**config.mk**
```make
export PLATFORM = sky130hd
export DESIGN_NAME = fsr_status_host
export DESIGN_NICKNAME = d
export VERILOG_FILES = /design/src/fsr_pkg.sv /design/src/fsr_status_host.sv
export SDC_FILE = /design/constraint.sdc
export NUM_CORES = 1
export LEC_CHECK = 0
export ABC_AREA = 1
export BUFFER_PORTS_ARGS = -buffer_cell sky130_fd_sc_hd__buf_4
export CORE_MARGIN = 2
export CORE_UTILIZATION = 40
export DETAILED_ROUTE_END_ITERATION = 10
export GPL_ROUTABILITY_DRIVEN = 0
export HOLD_SLACK_MARGIN = 0.02
export SETUP_SLACK_MARGIN = 0.2
export SYNTH_ARGS = -nofsm -noshare
export SYNTH_HDL_FRONTEND = slang
export SYNTH_SLANG_ARGS = --single-unit
```
**constraint.sdc**
```tcl
create_clock -name mclk -period 2.85 [get_ports mclk]
set_clock_uncertainty 0.2 [all_clocks]
set_input_delay 0.57 -clock mclk [delete_from_list [all_inputs] [get_ports mclk]]
set_output_delay 0.57 -clock mclk [all_outputs]
set_load 0.05 [all_outputs]
```
**src/fsr_pkg.sv**
```systemverilog
`default_nettype none
package fsr_pkg;
	localparam int DATA_W = 8;
	localparam int ADDR_W = 20;
	// Bit positions inside the status byte
	localparam int POLL_BIT = 7;
	localparam int TOGGLE1_BIT = 6;
	localparam int TIMEOUT_BIT = 5;
	localparam int TOGGLE2_BIT = 2;
	localparam logic [7:0] RESET_CMD = 8'hF0;
	// Bus timing at 100 MHz
	localparam int CLK_NS = 10;
	localparam int READ_STROBE_NS = 200;
	localparam int READ_CYC = (READ_STROBE_NS + CLK_NS - 1) / CLK_NS;
	localparam int WRITE_STROBE_NS = 100;
	localparam int WRITE_CYC = (WRITE_STROBE_NS + CLK_NS - 1) / CLK_NS;
	localparam int GAP_NS = 30;
	localparam int GAP_CYC = (GAP_NS + CLK_NS - 1) / CLK_NS;
	localparam int CNT_W = 8;
	localparam logic [1:0] RES_OK = 2'h0;
	localparam logic [1:0] RES_FAIL = 2'h1;
	typedef enum {ST_IDLE, ST_RD, ST_GAP, ST_EVAL, ST_WR, ST_DONE} fsr_state_t;
endpackage
`default_nettype wire

```
**src/fsr_status_host.sv**
```systemverilog
`default_nettype none
module fsr_status_host (
	// Clock and reset
	input wire logic mclk,
	input wire logic rst_n,
	// User side
	input wire logic start,
	input wire logic usePoll,
	input wire logic [fsr_pkg::ADDR_W-1:0] statAddr,
	input wire logic [fsr_pkg::DATA_W-1:0] expData,
	output logic busy,
	output logic done,
	output logic [1:0] result,
	output logic [fsr_pkg::DATA_W-1:0] finalData,
	output logic eraseSuspended,
	output logic sectorSelected,
	// Flash pins
	output logic flashCeN,
	output logic flashOeN,
	output logic flashWeN,
	output logic [fsr_pkg::ADDR_W-1:0] flashAddr,
	input wire logic [fsr_pkg::DATA_W-1:0] flashDqIn,
	output logic [fsr_pkg::DATA_W-1:0] flashDqOut,
	output logic flashDqOe,
	input wire logic ready_busy_n
);
	// Reset leaves in step with the clock, two edges late
	logic rstMeta, rstSync;
	always_ff @(posedge mclk or negedge rst_n) begin
		if (!rst_n) begin
			rstMeta <= 1'b0;
			rstSync <= 1'b0;
		end else begin
			rstMeta <= 1'b1;
			rstSync <= rstMeta;
		end
	end

	fsr_pkg::fsr_state_t state;
	logic [fsr_pkg::CNT_W-1:0] cnt;
	logic [fsr_pkg::DATA_W-1:0] prevByte, curByte;
	// Reads taken: 1, then 2 once comparable, 3 when armed after a poll flip
	logic [1:0] nReads;
	logic sawTimeout, wantPoll;
	logic [fsr_pkg::DATA_W-1:0] pollExp;

	// Compare helpers on the byte captured in the last two reads
	logic tog1Moving, tog2Moving, pollTrue, failBit, rdEnd;
	always_comb begin
		rdEnd = state == fsr_pkg::ST_RD && cnt == fsr_pkg::CNT_W'(fsr_pkg::READ_CYC - 1);
		tog1Moving = prevByte[fsr_pkg::TOGGLE1_BIT] != curByte[fsr_pkg::TOGGLE1_BIT];
		tog2Moving = prevByte[fsr_pkg::TOGGLE2_BIT] != curByte[fsr_pkg::TOGGLE2_BIT];
		pollTrue = curByte[fsr_pkg::POLL_BIT] == pollExp[fsr_pkg::POLL_BIT];
		failBit = curByte[fsr_pkg::TIMEOUT_BIT];
	end

	// Capture at the last cycle of each strobe, while the device still drives
	always_ff @(posedge mclk or negedge rstSync) begin
		if (!rstSync) begin
			prevByte <= '0;
			curByte <= '0;
		end else if (rdEnd) begin
			prevByte <= curByte;
			curByte <= flashDqIn;
		end
	end

	always_ff @(posedge mclk or negedge rstSync) begin
		if (!rstSync) begin
			state <= fsr_pkg::ST_IDLE;
			cnt <= '0;
			nReads <= 2'h0;
			sawTimeout <= 1'b0;
			wantPoll <= 1'b0;
			pollExp <= '0;
			busy <= 1'b0;
			done <= 1'b0;
			result <= fsr_pkg::RES_OK;
			finalData <= '0;
			eraseSuspended <= 1'b0;
			sectorSelected <= 1'b0;
			flashCeN <= 1'b1;
			flashOeN <= 1'b1;
			flashWeN <= 1'b1;
			flashAddr <= '0;
			flashDqOut <= '0;
			flashDqOe <= 1'b0;
		end else begin
			done <= 1'b0;
			case (state)
				fsr_pkg::ST_IDLE: begin
					// Caller waits past the final write strobe before start
					if (start) begin
						busy <= 1'b1;
						wantPoll <= usePoll;
						pollExp <= expData;
						// Program address or erasing-sector address
						flashAddr <= statAddr;
						nReads <= 2'h0;
						sawTimeout <= 1'b0;
						cnt <= '0;
						flashCeN <= 1'b0;
						flashOeN <= 1'b0;
						state <= fsr_pkg::ST_RD;
					end
				end

				fsr_pkg::ST_RD: begin
					// Each read is framed by a full strobe so the device toggles
					if (rdEnd) begin
						flashCeN <= 1'b1;
						flashOeN <= 1'b1;
						cnt <= '0;
						// Stops at 2; only a poll flip arms 3, so the flip byte is never reported
						if (nReads < 2'h2)
							nReads <= nReads + 2'h1;
						state <= fsr_pkg::ST_GAP;
					end else begin
						cnt <= cnt + 1'b1;
					end
				end

				fsr_pkg::ST_GAP: begin
					// Gap lets the device release the data bus
					if (cnt == fsr_pkg::CNT_W'(fsr_pkg::GAP_CYC - 1)) begin
						cnt <= '0;
						state <= fsr_pkg::ST_EVAL;
					end else begin
						cnt <= cnt + 1'b1;
					end
				end

				fsr_pkg::ST_EVAL: begin
					state <= fsr_pkg::ST_RD;
					flashCeN <= 1'b0;
					flashOeN <= 1'b0;
					if (nReads == 2'h1) begin
						// Need a second read before comparing
					end else if (wantPoll ? pollTrue : !tog1Moving) begin
						// Finished; in poll mode this read follows the flip, so the byte is whole
						if (!wantPoll || nReads == 2'h3) begin
							finalData <= curByte;
							result <= fsr_pkg::RES_OK;
							// Toggle2 still moving while toggle1 stopped: suspended
							eraseSuspended <= tog2Moving;
							sectorSelected <= tog2Moving;
							flashCeN <= 1'b1;
							flashOeN <= 1'b1;
							busy <= 1'b0;
							done <= 1'b1;
							state <= fsr_pkg::ST_IDLE;
						end else begin
							// Armed: the next read gives the whole byte
							nReads <= 2'h3;
						end
					end else if (sawTimeout) begin
						// Still moving after a timeout: failed, leave via reset
						flashCeN <= 1'b0;
						flashOeN <= 1'b1;
						flashWeN <= 1'b0;
						flashDqOut <= fsr_pkg::RESET_CMD;
						flashDqOe <= 1'b1;
						cnt <= '0;
						state <= fsr_pkg::ST_WR;
					end else if (failBit) begin
						sawTimeout <= 1'b1;
					end
				end

				fsr_pkg::ST_WR: begin
					// Data stands on the bus across the whole write strobe
					if (cnt == fsr_pkg::CNT_W'(fsr_pkg::WRITE_CYC - 1)) begin
						flashWeN <= 1'b1;
						flashCeN <= 1'b1;
						cnt <= '0;
						state <= fsr_pkg::ST_DONE;
					end else begin
						cnt <= cnt + 1'b1;
					end
				end

				fsr_pkg::ST_DONE: begin
					// Keep driving past the rising strobe for data hold
					if (cnt == fsr_pkg::CNT_W'(fsr_pkg::GAP_CYC - 1)) begin
						flashDqOe <= 1'b0;
						result <= fsr_pkg::RES_FAIL;
						finalData <= curByte;
						eraseSuspended <= 1'b0;
						sectorSelected <= 1'b0;
						busy <= 1'b0;
						done <= 1'b1;
						cnt <= '0;
						state <= fsr_pkg::ST_IDLE;
					end else begin
						cnt <= cnt + 1'b1;
					end
				end
				default: state <= fsr_pkg::ST_IDLE;
			endcase
		end
	end
	// ready_busy_n is informational only; polling decides completion
endmodule
`default_nettype wire

```
# Word level (Yosys, flattened, before mapping)
# Index checks and enable logic that the tools add are counted.
# word_totals
out_inout_bits	46
regBits	107
# op_classes
mux	72
reduce_logical	25
n_bitwise	2
order_cmp	1
n_eq_ne	26
addsub	2
# ops
cell	n
2-to-1 mux 32 bit	7
one-hot mux 32 bit (6 select lines)	1
equality test 32 x 2 -> 1 bit (second input constant)	3
2-to-1 mux 8 bit	11
equality test 32 x 3 -> 1 bit (second input constant)	2
one-hot mux 8 bit (5 select lines)	1
equality test 32 x 1 -> 1 bit (second input constant)	1
logical NOT 32 bit	1
2-to-1 mux 1 bit	30
AND reduction 5 bit	5
!= test 2 bit (second input constant)	12
2-to-1 mux 2 bit	10
one-hot mux 8 bit (2 select lines)	1
AND reduction 4 bit	3
one-hot mux 1 bit (2 select lines)	5
adder 8 x 1 -> 8 bit (second input constant)	1
equality test 8 x 2 -> 1 bit (second input constant)	1
equality test 8 x 4 -> 1 bit (second input constant)	1
equality test 8 x 5 -> 1 bit (second input constant)	1
AND reduction 7 bit	1
one-hot mux 1 bit (3 select lines)	2
one-hot mux 2 bit (3 select lines)	1
AND reduction 6 bit	1
nonzero test 2 bit	3
19 further kinds	23

# Logic depth before layout (Yosys ltp)
# Gate-level depths: netlist of run 1.
# logic_depth
ltp_word	6
mapped_depth	11
ltp_nobuf	10

# Worst setup path after synthesis of run 1
# Ideal clock, no wire load.
# synth_path
path_type	flip-flop to output port
start	register flashDqOut[4] (netlist name)
end	output flashDqOut[5] (netlist bit)
path_slack_ps	1140
arrival_ps	940
n_path_buf	1
t_required_ps	2080
path_stages_with_launch	2
path_cell_list	dfrtp_1 -> buf_4
# synth_rtl
element	line	source
to (decl)	fsr_status_host.sv:23	output logic [fsr_pkg::DATA_W-1:0] flashDqOut,

# Worst setup path after layout of run 1
# layout_path
start	register cnt[0] (netlist bit)
end	register curByte[7] (netlist bit)
# layout_via
elab_chain_len	2
# layout_rtl
element	line	source
from (decl)	fsr_status_host.sv:40	logic [fsr_pkg::CNT_W-1:0] cnt;
from (signal assigned)	fsr_status_host.sv:119	cnt <= cnt + 1'b1;
from (signal assigned)	fsr_status_host.sv:129	cnt <= cnt + 1'b1;
from (signal assigned)	fsr_status_host.sv:178	cnt <= cnt + 1'b1;
equality test 8 x 5 -> 1 bit	fsr_status_host.sv:50	rdEnd = state == fsr_pkg::ST_RD && cnt == fsr_pkg::CNT_W'(fsr_pkg::READ_CYC - 1);
logical AND 1 bit	fsr_status_host.sv:50	
to (signal assigned)	fsr_status_host.sv:64	curByte <= flashDqIn;
to (decl)	fsr_status_host.sv:41	logic [fsr_pkg::DATA_W-1:0] prevByte, curByte;
# Every way passes these cells.
# A chain may end at the register's enable or synchronous reset.

==> results.toml, run 1 <==
[route]
drc_errors = 0
first_pass_iters = 4
avgViaCountPerCell = 4.75
drtAntennaViolNets = 0
wire_per_inst_um = 12.6
drt_iter0_markers = 154
vias = 2623
routed_wl_um = 6970

[clocking]
cts_sinks = 65
cts_tree = "done"
clk_pin_slew_ns = 0.08
cts_max_path_buffers = 2
cts_buffers = 9
htreeDepth = 3
clk_latency_ns = 0.34
clockRootBuffer = "clkbuf_8"

[timing]
relSlewSlack_pct = 56.8
report.final.slew_viol_count = 0
fmax_ghz = 0.477
tightest_slew_ns = 0.648
whs_ns = 0.0963
fin_tns_setup_ns = 0
rsz0062_at_grt = "false"
hold_violations = 0
fin_crit_sh_pct = 73.6
min_period_ns = 2.10
finalSetupViolCount = 0

[critical_path]
endpoint_kind = "flip-flop"
crit_chain = "ha_1, nand2_1, nor2_1, nand3_2, inv_1, nand2_1, o21ai_0"
worst_r2r_startpoint = "cnt[0]$_DFFE_PN0P_"
reg2regPathDepth = 7
cpPeakStageDelay_ns = 0.45
worstSetupPathType = "reg2reg"
r2r_end = "curByte[7]$_DFFE_PN0P_"
cp_slowest_cell = "dfrtp_1"
cp_common_cell = "nand2_1"
path_max_fanout = 12
crit_arrival_ns = 2.15
startpoint_type = "flip-flop"
critPathRequiredTime_ns = 2.91
r2r_slack_ns = 0.75

[power]
p_per_area_nw_per_um2 = 1280
irDropWorstVdd_uv = 612
p_leak_nw = 2.13

[logic_synthesis]
synth_top_area_share_pct = 47.7
ys_ff_latch = 65
yosysSeqAreaShare_pct = 50.1
avgSynthCellArea_um2 = 8.79
synthCells = 370
synth_area_leaders = "dfrtp_1, nand2_1, mux2_2, nand3_1, inv_1"
synth_top_area_cell = "dfrtp_1"
synth_cell_types = 31
yosysWarnings = 0
syn-cell-area_um2 = 3250

[finish]
utilization_pct = 52.6
area_growth_pct = 26.4
n_antenna_cell = 0
fillCellCount = 730
stdcell_count = 552
drive_gt1_share_pct = 30.2
nets = 491

[global_route]
grt_remaining_overflow = 0
grt.total_usage_pct = 16.7
grt_pass1_vias = 2533
antenna_found_initial = 0
grt_pass1_wl_um = 11500
grt_max_degree = 36

[placement]
dp_hpwl_um = 5150
io_buffers = 73
place_inst = 535

[min_path]
hp-class = "reg2async"

[floorplanning]
die-width_um = 94.2
core_area_um2 = 7810
start_util_pct = 41.7
num_rows = 32
dieArea_um2 = 8870
die_h_um = 94.2
ios = 87

[run]
cap_violations = 0

[outcome]
status = "completed"
==> worst max-delay path by stage <==
stage	startpoint	endpoint	slack, ns	depth (start not counted)
after floorplan	rstSync$_DFF_PN0_	busy$_DFFE_PN0P_	0.71	0
after global placement	state[0]$_DFFE_PN0P_	curByte[7]$_DFFE_PN0P_	0.76	5
after detailed placement	state[0]$_DFFE_PN0P_	curByte[7]$_DFFE_PN0P_	0.73	6
after CTS	cnt[0]$_DFFE_PN0P_	curByte[7]$_DFFE_PN0P_	0.72	7
after global routing	cnt[0]$_DFFE_PN0P_	curByte[7]$_DFFE_PN0P_	0.49	7
final	cnt[0]$_DFFE_PN0P_	curByte[7]$_DFFE_PN0P_	0.75	7
==> worst max-delay path, delay by kind of cell, from the launching register on <==
family | cells | cell delay [ns]
adders and majority gates | 1 | 0.30
buffers and inverters | 1 | 0.36
AOI/OAI and AO/OA | 1 | 0.08
and+or+nand+nor | 4 | 0.62
DFF | 1 | 0.45
==> Yosys cell counts (all sizes together) <==
| cell | n |
|---|---|
| nor3 | 2 |
| nand4 | 7 |
| xnor2 | 1 |
| and2 | 1 |
| a31oi | 1 |
| nor2 | 27 |
| dfrtp | 62 |
| nand3b | 2 |
| o211ai | 2 |
| inv | 35 |
| ha | 5 |
| conb | 2 |
| nand3 | 43 |
| nand2 | 109 |
| clkinv | 1 |
| dfstp | 3 |
| or2 | 1 |
| a21oi | 6 |
| mux2 | 20 |
| buf | 16 |
| o21ai | 21 |
| xor2 | 3 |
==> where the power goes <==
| part | internal [mW] | switching, mW |
|---|---|---|
| Sequential | 1.30 | 0.278 |
| Combinational | 0.876 | 1.85 |
| Clock | 0.586 | 0.371 |
| Total | 2.76 | 2.50 |
==> cells in the final DEF, fill, tap and decap left out <==
cell type	Yosys	layout
o21ai_2	1	1
o21ai_0	16	16
a31oi_1	1	1
buf_12	0	1
xnor2_1	1	1
dlygate4sd3_1	0	1
inv_2	3	3
buf_4	14	74
a21oi_1	5	5
o211ai_1	2	2
nand4_1	7	7
a21oi_2	1	1
nor2_2	3	3
or2_2	1	1
clkbuf_8	0	9
dfstp_2	3	3
mux2_2	20	20
nand3_2	6	6
and2_1	1	1
nand3b_1	2	2
nor2_1	21	21
xor2_1	3	3
clkbuf_1	0	1
nand2_2	4	4
nand3_1	37	37
nor3_1	2	2
nor2_4	3	3
dfrtp_2	0	1
bufinv_16	0	3
nand2_1	105	105
o21ai_1	4	4
dfrtp_1	62	61
inv_1	32	32
clkinv_4	0	3
clkinv_1	1	1
ha_1	5	5
conb_1	2	6
==> registers in the layout, summed over array words and instances, names as in the netlist, 2 cells and up <==
signal and flops:
cnt 8, curByte 8, finalData 8, flashAddr 20
nReads 2, prevByte 2, state 3
==> stage by stage <==
step	setup slack, ns	power (mW)	instance area, um^2
3_3_place_gp	0.763	4.29	3860
3_5_place_dp	0.728	4.33	3860
2_1_floorplan	0.711	3.60	3270
5_1_grt	0.485	5.61	4110
6_report	0.753	5.26	4110
4_1_cts	0.716	5.31	4110
==> per-layer routing <==
layer  track usage [%]  vias up  share of wire [%]
met5                 0        -                  0
li1                  -     1328                  -
met1              21.8     1202                 45
met3              3.69       10                6.0
met4              7.25        0                1.9
met2              26.8       83                 47
==> layout make-up <==
cell class,instances,area (um^2),share of cell area [%]
Clock buffer,10,128,3.11
Sequential cell,65,1630,39.7
Clock inverter,6,116,2.83
Inverter,36,135,3.29
Tap cell,102,128,3.11
Multi-Input combinational cell,257,1390,33.7
Timing Repair Buffer,76,586,14.2
==> what timing repair did <==
item / in CTS / in global routing
hold buffers: 1 / 0
hold endpoints to repair: 2 / 0
buffers inserted: 0 / 0
resized for setup: 0 / 0
==> cells by family after synthesis <==
group	synth area share, %
DFF	50.1
adders and majority gates	1.92
AOI/OAI and AO/OA	5.04
xor gates and xnor gates	1.08
buffers and inverters	7.70
muxes	6.93
other	0.231
and+or+nand+nor	27.0
Power figures use the tool's default switching activity.
==> run 2: changes to the inputs <==
--- a/config.mk
+++ b/config.mk
@@ -12,6 +12,7 @@
 export DETAILED_ROUTE_END_ITERATION = 10
 export GPL_ROUTABILITY_DRIVEN = 0
 export HOLD_SLACK_MARGIN = 0.02
+export PLACE_DENSITY = 0.66
 export SETUP_SLACK_MARGIN = 0.2
 export SYNTH_ARGS = -nofsm -noshare
 export SYNTH_HDL_FRONTEND = slang
==> constraint.sdc (replaced) <==
create_clock -name mclk -period 1.85 [get_ports mclk]
set_clock_uncertainty 0.2 [all_clocks]
set_input_delay 0.37 -clock mclk [delete_from_list [all_inputs] [get_ports mclk]]
set_output_delay 0.37 -clock mclk [all_outputs]
set_load 0.05 [all_outputs]
==> results.toml, run 2 (synthesis gave the netlist of run 1 again) <==
[outcome]
status = "completed"

[timing]
fin_crit_sh_pct = 91.1
tightest_slew_ns = 0.518
report.final.slew_viol_count = 0
finalSetupViolCount = 0
hold_violations = 0
min_period_ns = 1.69
relSlewSlack_pct = 65.5
rsz0062_at_grt = "true"
fmax_ghz = 0.593
whs_ns = 0.0460
fin_tns_setup_ns = 0

[critical_path]
endpoint_kind = "flip-flop"
path_max_fanout = 5
r2r_slack_ns = 0.16
reg2regPathDepth = 8
crit_arrival_ns = 1.76
cp-startpoint = "cnt[1]$_DFFE_PN0P_"
cp-endpoint = "state[1]$_DFFE_PN0P_"
critPathRequiredTime_ns = 1.93
worstSetupPathType = "reg2reg"
r2r_end = "state[1]$_DFFE_PN0P_"
startpoint_type = "flip-flop"
worst_r2r_startpoint = "cnt[1]$_DFFE_PN0P_"

[power]
power_mw = 9.07
combinationalPowerShare_pct = 58.4
pwr-share-clk_pct = 14.7
p_int_mw = 4.68
p_sw_mw = 4.39
power.share.sequential_pct = 26.9
p_per_area_nw_per_um2 = 1870
p_leak_nw = 2.42
irDropWorstVdd_uv = 906
p_sw_share_pct = 48.4

[finish]
n_antenna_cell = 0
nets = 529
area_growth_pct = 49.1
utilization_pct = 62.1
multiInputGateArea_um2 = 1720
layout_common_cells = "buf_4, nand2_1, dfrtp_1"
largest_register_ffs = 20
regMostFlops = "flashAddr"
final_common_cell = "buf_4"
fillCellCount = 620
regArea_um2 = 1640
drive_gt1_share_pct = 47.5

[floorplanning]
die_h_um = 94.2
dieArea_um2 = 8870
num_rows = 32
ios = 87
start_util_pct = 41.7
die-width_um = 94.2
core_area_um2 = 7810

[placement]
io_buffers = 73
dp_hpwl_um = 5420

[clocking]
cts_tree = "done"
clockRootBuffer = "clkbuf_8"
cts_max_path_buffers = 2
cts_sinks = 65
clk_pin_slew_ns = 0.08
cts_buffers = 9
htreeDepth = 3
clk_latency_ns = 0.35

[route]
routed_wl_um = 8320
drt_iter0_markers = 179
wire_per_inst_um = 14.1
drc_errors = 0
vias = 2959
drtAntennaViolNets = 0
avgViaCountPerCell = 5.02
first_pass_iters = 4

[global_route]
grt_pass1_wl_um = 12500
grt.total_usage_pct = 18.2
grt_max_degree = 26
grt_pass1_vias = 2712
antenna_found_initial = 0
grt_remaining_overflow = 0

[min_path]
hp-class = "reg2async"

[run]
cap_violations = 0
==> run 2: cell count changes in the layout (fill, tap and decap cells not counted), moves of 7 or more <==
| cell | delta |
|---|---|
| nand2_2 | +13 |
| dfrtp_2 | +8 |
| nand2_4 | +12 |
| dfrtp_1 | -8 |
| buf_4 | +17 |
| buf_6 | +7 |
| nand3_1 | -7 |
| nand2_1 | -26 |
==> run 2: worst max-delay path, cell delays in order (launching register included) <==
cell and delay, ns:
dfrtp_2 0.46, inv_2 0.06, ha_2 0.18, nand3_4 0.08, o21ai_4 0.21, nand2_2 0.09
nor2_4 0.17, nand3_1 0.10, nand2_1 0.07
==> run 2: routing by layer <==
metal	GRT usage [%]	vias up	share of wire, %	routed length, um
met3	3.77	15	5.2	433
met1	23.3	1439	40	3340
met4	8.09	0	2.3	189
met5	0	-	0	0
li1	-	1413	-	-
met2	29.7	92	52	4350
==> run 2: repair_timing <==
| action | 4_1_cts | 5_1_grt |
|---|---|---|
| cloned | 0 | 2 |
| pin swaps | 6 | 26 |
| gates resized for setup | 32 | 79 |
| hold endpoints to repair | 7 | 1 |
| endpoints found under the setup margin | 50 | 41 |
| setup buffers | 5 | 12 |
| hold buffers | 6 | 1 |
==> run 2: power by group through the flow <==
| stage | registers, mW | clock network, mW | logic (mW) |
|---|---|---|---|
| after floorplan | 3.72 | 0 | 1.83 |
| after global placement | 2.39 | 0 | 4.37 |
| after detailed placement | 2.43 | 0 | 4.44 |
| after CTS | 2.42 | 1.37 | 4.66 |
| after global routing | 2.52 | 1.43 | 5.65 |
| final | 2.44 | 1.33 | 5.30 |
==> run 2: worst min path at each step <==
stage,start,to,slack (ns),cells after the start
floorplan,rst_n,rstMeta$_DFF_PN0_,-0.13,0
global placement,rst_n,rstMeta$_DFF_PN0_,-0.05,1
detailed placement,rst_n,rstMeta$_DFF_PN0_,-0.05,1
CTS,flashDqIn[5],curByte[5]$_DFFE_PN0P_,0.03,3
global route,statAddr[11],flashAddr[11]$_DFFE_PN0P_,0.04,2
finish,rstSync$_DFF_PN0_,curByte[0]$_DFFE_PN0P_,0.05,0
==> run 2: through the flow <==
step	setup slack, ns	instance area [um^2]	cells
global placement	0.0705	4010	548
finish	0.165	4850	590
CTS	0.177	4430	575
detailed placement	0.0227	4010	548
floorplan	0.219	3270	374
global route	0.0898	4850	590
==> run 2: layout make-up <==
type                       count  area share [%]
timing repair buffer         114            20.6
multi-input combinational    257            35.4
tap                          102            2.63
clock buffer                  10            2.63
sequential                    65            33.8
clock inverter                 6            1.91
inverter                      36            2.99
==> run 3: changes to the inputs <==
--- a/config.mk
+++ b/config.mk
@@ -7,12 +7,11 @@
 export LEC_CHECK = 0
 export ABC_AREA = 1
 export BUFFER_PORTS_ARGS = -buffer_cell sky130_fd_sc_hd__buf_4
-export CORE_MARGIN = 2
+export CORE_MARGIN = 4
 export CORE_UTILIZATION = 40
 export DETAILED_ROUTE_END_ITERATION = 10
 export GPL_ROUTABILITY_DRIVEN = 0
 export HOLD_SLACK_MARGIN = 0.02
-export PLACE_DENSITY = 0.66
 export SETUP_SLACK_MARGIN = 0.2
 export SYNTH_ARGS = -nofsm -noshare
 export SYNTH_HDL_FRONTEND = slang
==> constraint.sdc (replaced) <==
create_clock -name mclk -period 1.8 [get_ports mclk]
set_clock_uncertainty 0.2 [all_clocks]
set_input_delay 0.36 -clock mclk [delete_from_list [all_inputs] [get_ports mclk]]
set_output_delay 0.36 -clock mclk [all_outputs]
set_load 0.05 [all_outputs]
==> results.toml, run 3 (synthesis gave the netlist of run 1 again) <==
[finish]
drive_gt1_share_pct = 49.4
regMostFlops = "flashAddr"
largest_register_ffs = 20
n_antenna_cell = 0
layout_common_cells = "buf_4, nand2_1, dfrtp_1"
nets = 545
final_common_cell = "buf_4"
area_growth_pct = 51.7

[clocking]
clockRootBuffer = "clkbuf_8"
clk_latency_ns = 0.34
cts_buffers = 9
cts_max_path_buffers = 2
cts_sinks = 65
cts_tree = "done"
htreeDepth = 3
clk_pin_slew_ns = 0.08

[floorplanning]
die_h_um = 98.2
dieArea_um2 = 9640
core_area_um2 = 7810
die-width_um = 98.2
start_util_pct = 41.7
ios = 87
num_rows = 32

[route]
routed_wl_um = 8180
drt_iter0_markers = 188
first_pass_iters = 5
avgViaCountPerCell = 4.83
drtAntennaViolNets = 0
vias = 2930
wire_per_inst_um = 13.5
drc_errors = 0

[power]
p_leak_nw = 2.44
p_per_area_nw_per_um2 = 1970
pwr-share-clk_pct = 15.4
p_sw_mw = 4.54
irDropWorstVdd_uv = 1060
p_int_mw = 5.17
p_sw_share_pct = 46.8
power.share.sequential_pct = 26.4
power_mw = 9.71
combinationalPowerShare_pct = 58.2

[critical_path]
cp-endpoint = "finalData[1]$_DFFE_PN0P_"
cp-startpoint = "cnt[5]$_DFFE_PN0P_"
r2r_slack_ns = 0.13
r2r_end = "finalData[1]$_DFFE_PN0P_"
path_max_fanout = 6
startpoint_type = "flip-flop"
reg2regPathDepth = 7
crit_arrival_ns = 1.71
endpoint_kind = "flip-flop"
critPathRequiredTime_ns = 1.84
worstSetupPathType = "reg2reg"
worst_r2r_startpoint = "cnt[5]$_DFFE_PN0P_"

[timing]
fin_tns_setup_ns = 0
hold_violations = 0
min_period_ns = 1.67
report.final.slew_viol_count = 0
rsz0062_at_grt = "true"
fmax_ghz = 0.598
fin_ws_ns = 0.127
finalSetupViolCount = 0
fin_crit_sh_pct = 92.9

[placement]
io_buffers = 73
dp_hpwl_um = 5310
dp_slack_ns = 0.0368

[run]
cap_violations = 0

[global_route]
grt.total_usage_pct = 16.2
grt_max_degree = 64
grt_pass1_vias = 2683
antenna_found_initial = 0
grt_remaining_overflow = 0
grt_pass1_wl_um = 12700

[outcome]
status = "completed"

[min_path]
hp-class = "in2reg"
run 3: cell types whose count changed in the layout (fill, tap and decap cells not counted), sizes merged:
cell	delta
bufinv	+1
dlygate4sd3	+1
buf	+14
run 3: power by group through the flow:
stage	logic [mW]	clock network (mW)	registers [mW]
floorplan	1.89	0	3.82
global placement	4.51	0	2.49
detailed placement	4.55	0	2.51
CTS	5.03	1.54	2.51
global route	6.04	1.60	2.64
finish	5.65	1.50	2.56
run 3: cell type report:
cell class	instances	area (um^2)
well taps	102	128
flip-flops and latches	65	1650
inverters	36	140
repair inverters	1	7.51
fillers	647	2870
clock inverters	6	115
multi-input cells	257	1680
clock buffers	10	128
repair buffers	129	1090
run 3: timing repair:
action,CTS,global route
hold buffers,8,0
setup endpoints to repair,63,64
gates resized for setup,46,68
pin swaps,3,29
cloned,1,2
setup buffers,12,16
hold endpoints to repair,9,0
run 3: worst max-delay path, stage by stage (launching register included):
cell     delay (ns)
dfrtp_2        0.45
nor2_1         0.17
nand2_2        0.14
nor2_4         0.16
nand2_2        0.13
buf_4          0.19
nand3_1        0.09
nand2_1        0.05
run 3: per-layer routing:
layer | wire length, um | global-route usage, %
met4 | 116 | 5.99
met1 | 3560 | 21.4
met2 | 3940 | 25.8
met5 | 0 | 0
met3 | 565 | 4.14
run 3: worst min path at each step:
stage,slack (ns),start,cells after the start,end
after floorplan,-0.14,rst_n,0,rstMeta$_DFF_PN0_
after global placement,-0.06,rst_n,1,rstMeta$_DFF_PN0_
after detailed placement,-0.06,rst_n,1,rstMeta$_DFF_PN0_
after CTS,0.03,flashDqIn[6],3,curByte[6]$_DFFE_PN0P_
after global routing,0.03,statAddr[1],2,flashAddr[1]$_DFFE_PN0P_
final,0.04,flashDqIn[6],3,curByte[6]$_DFFE_PN0P_
run 3: through the flow:
stage | instance area, um^2 | hold WS [ns] | util (%) | std cells
final | 4930 | 0.0419 | 63.2 | 606
after global routing | 4930 | 0.0264 | 63.2 | 606
after CTS | 4570 | 0.0286 | 58.5 | 588
after detailed placement | 4000 | -0.0567 | 51.2 | 551
after global placement | 4000 | -0.0582 | 51.2 | 551
after floorplan | 3280 | -0.136 | - | 374
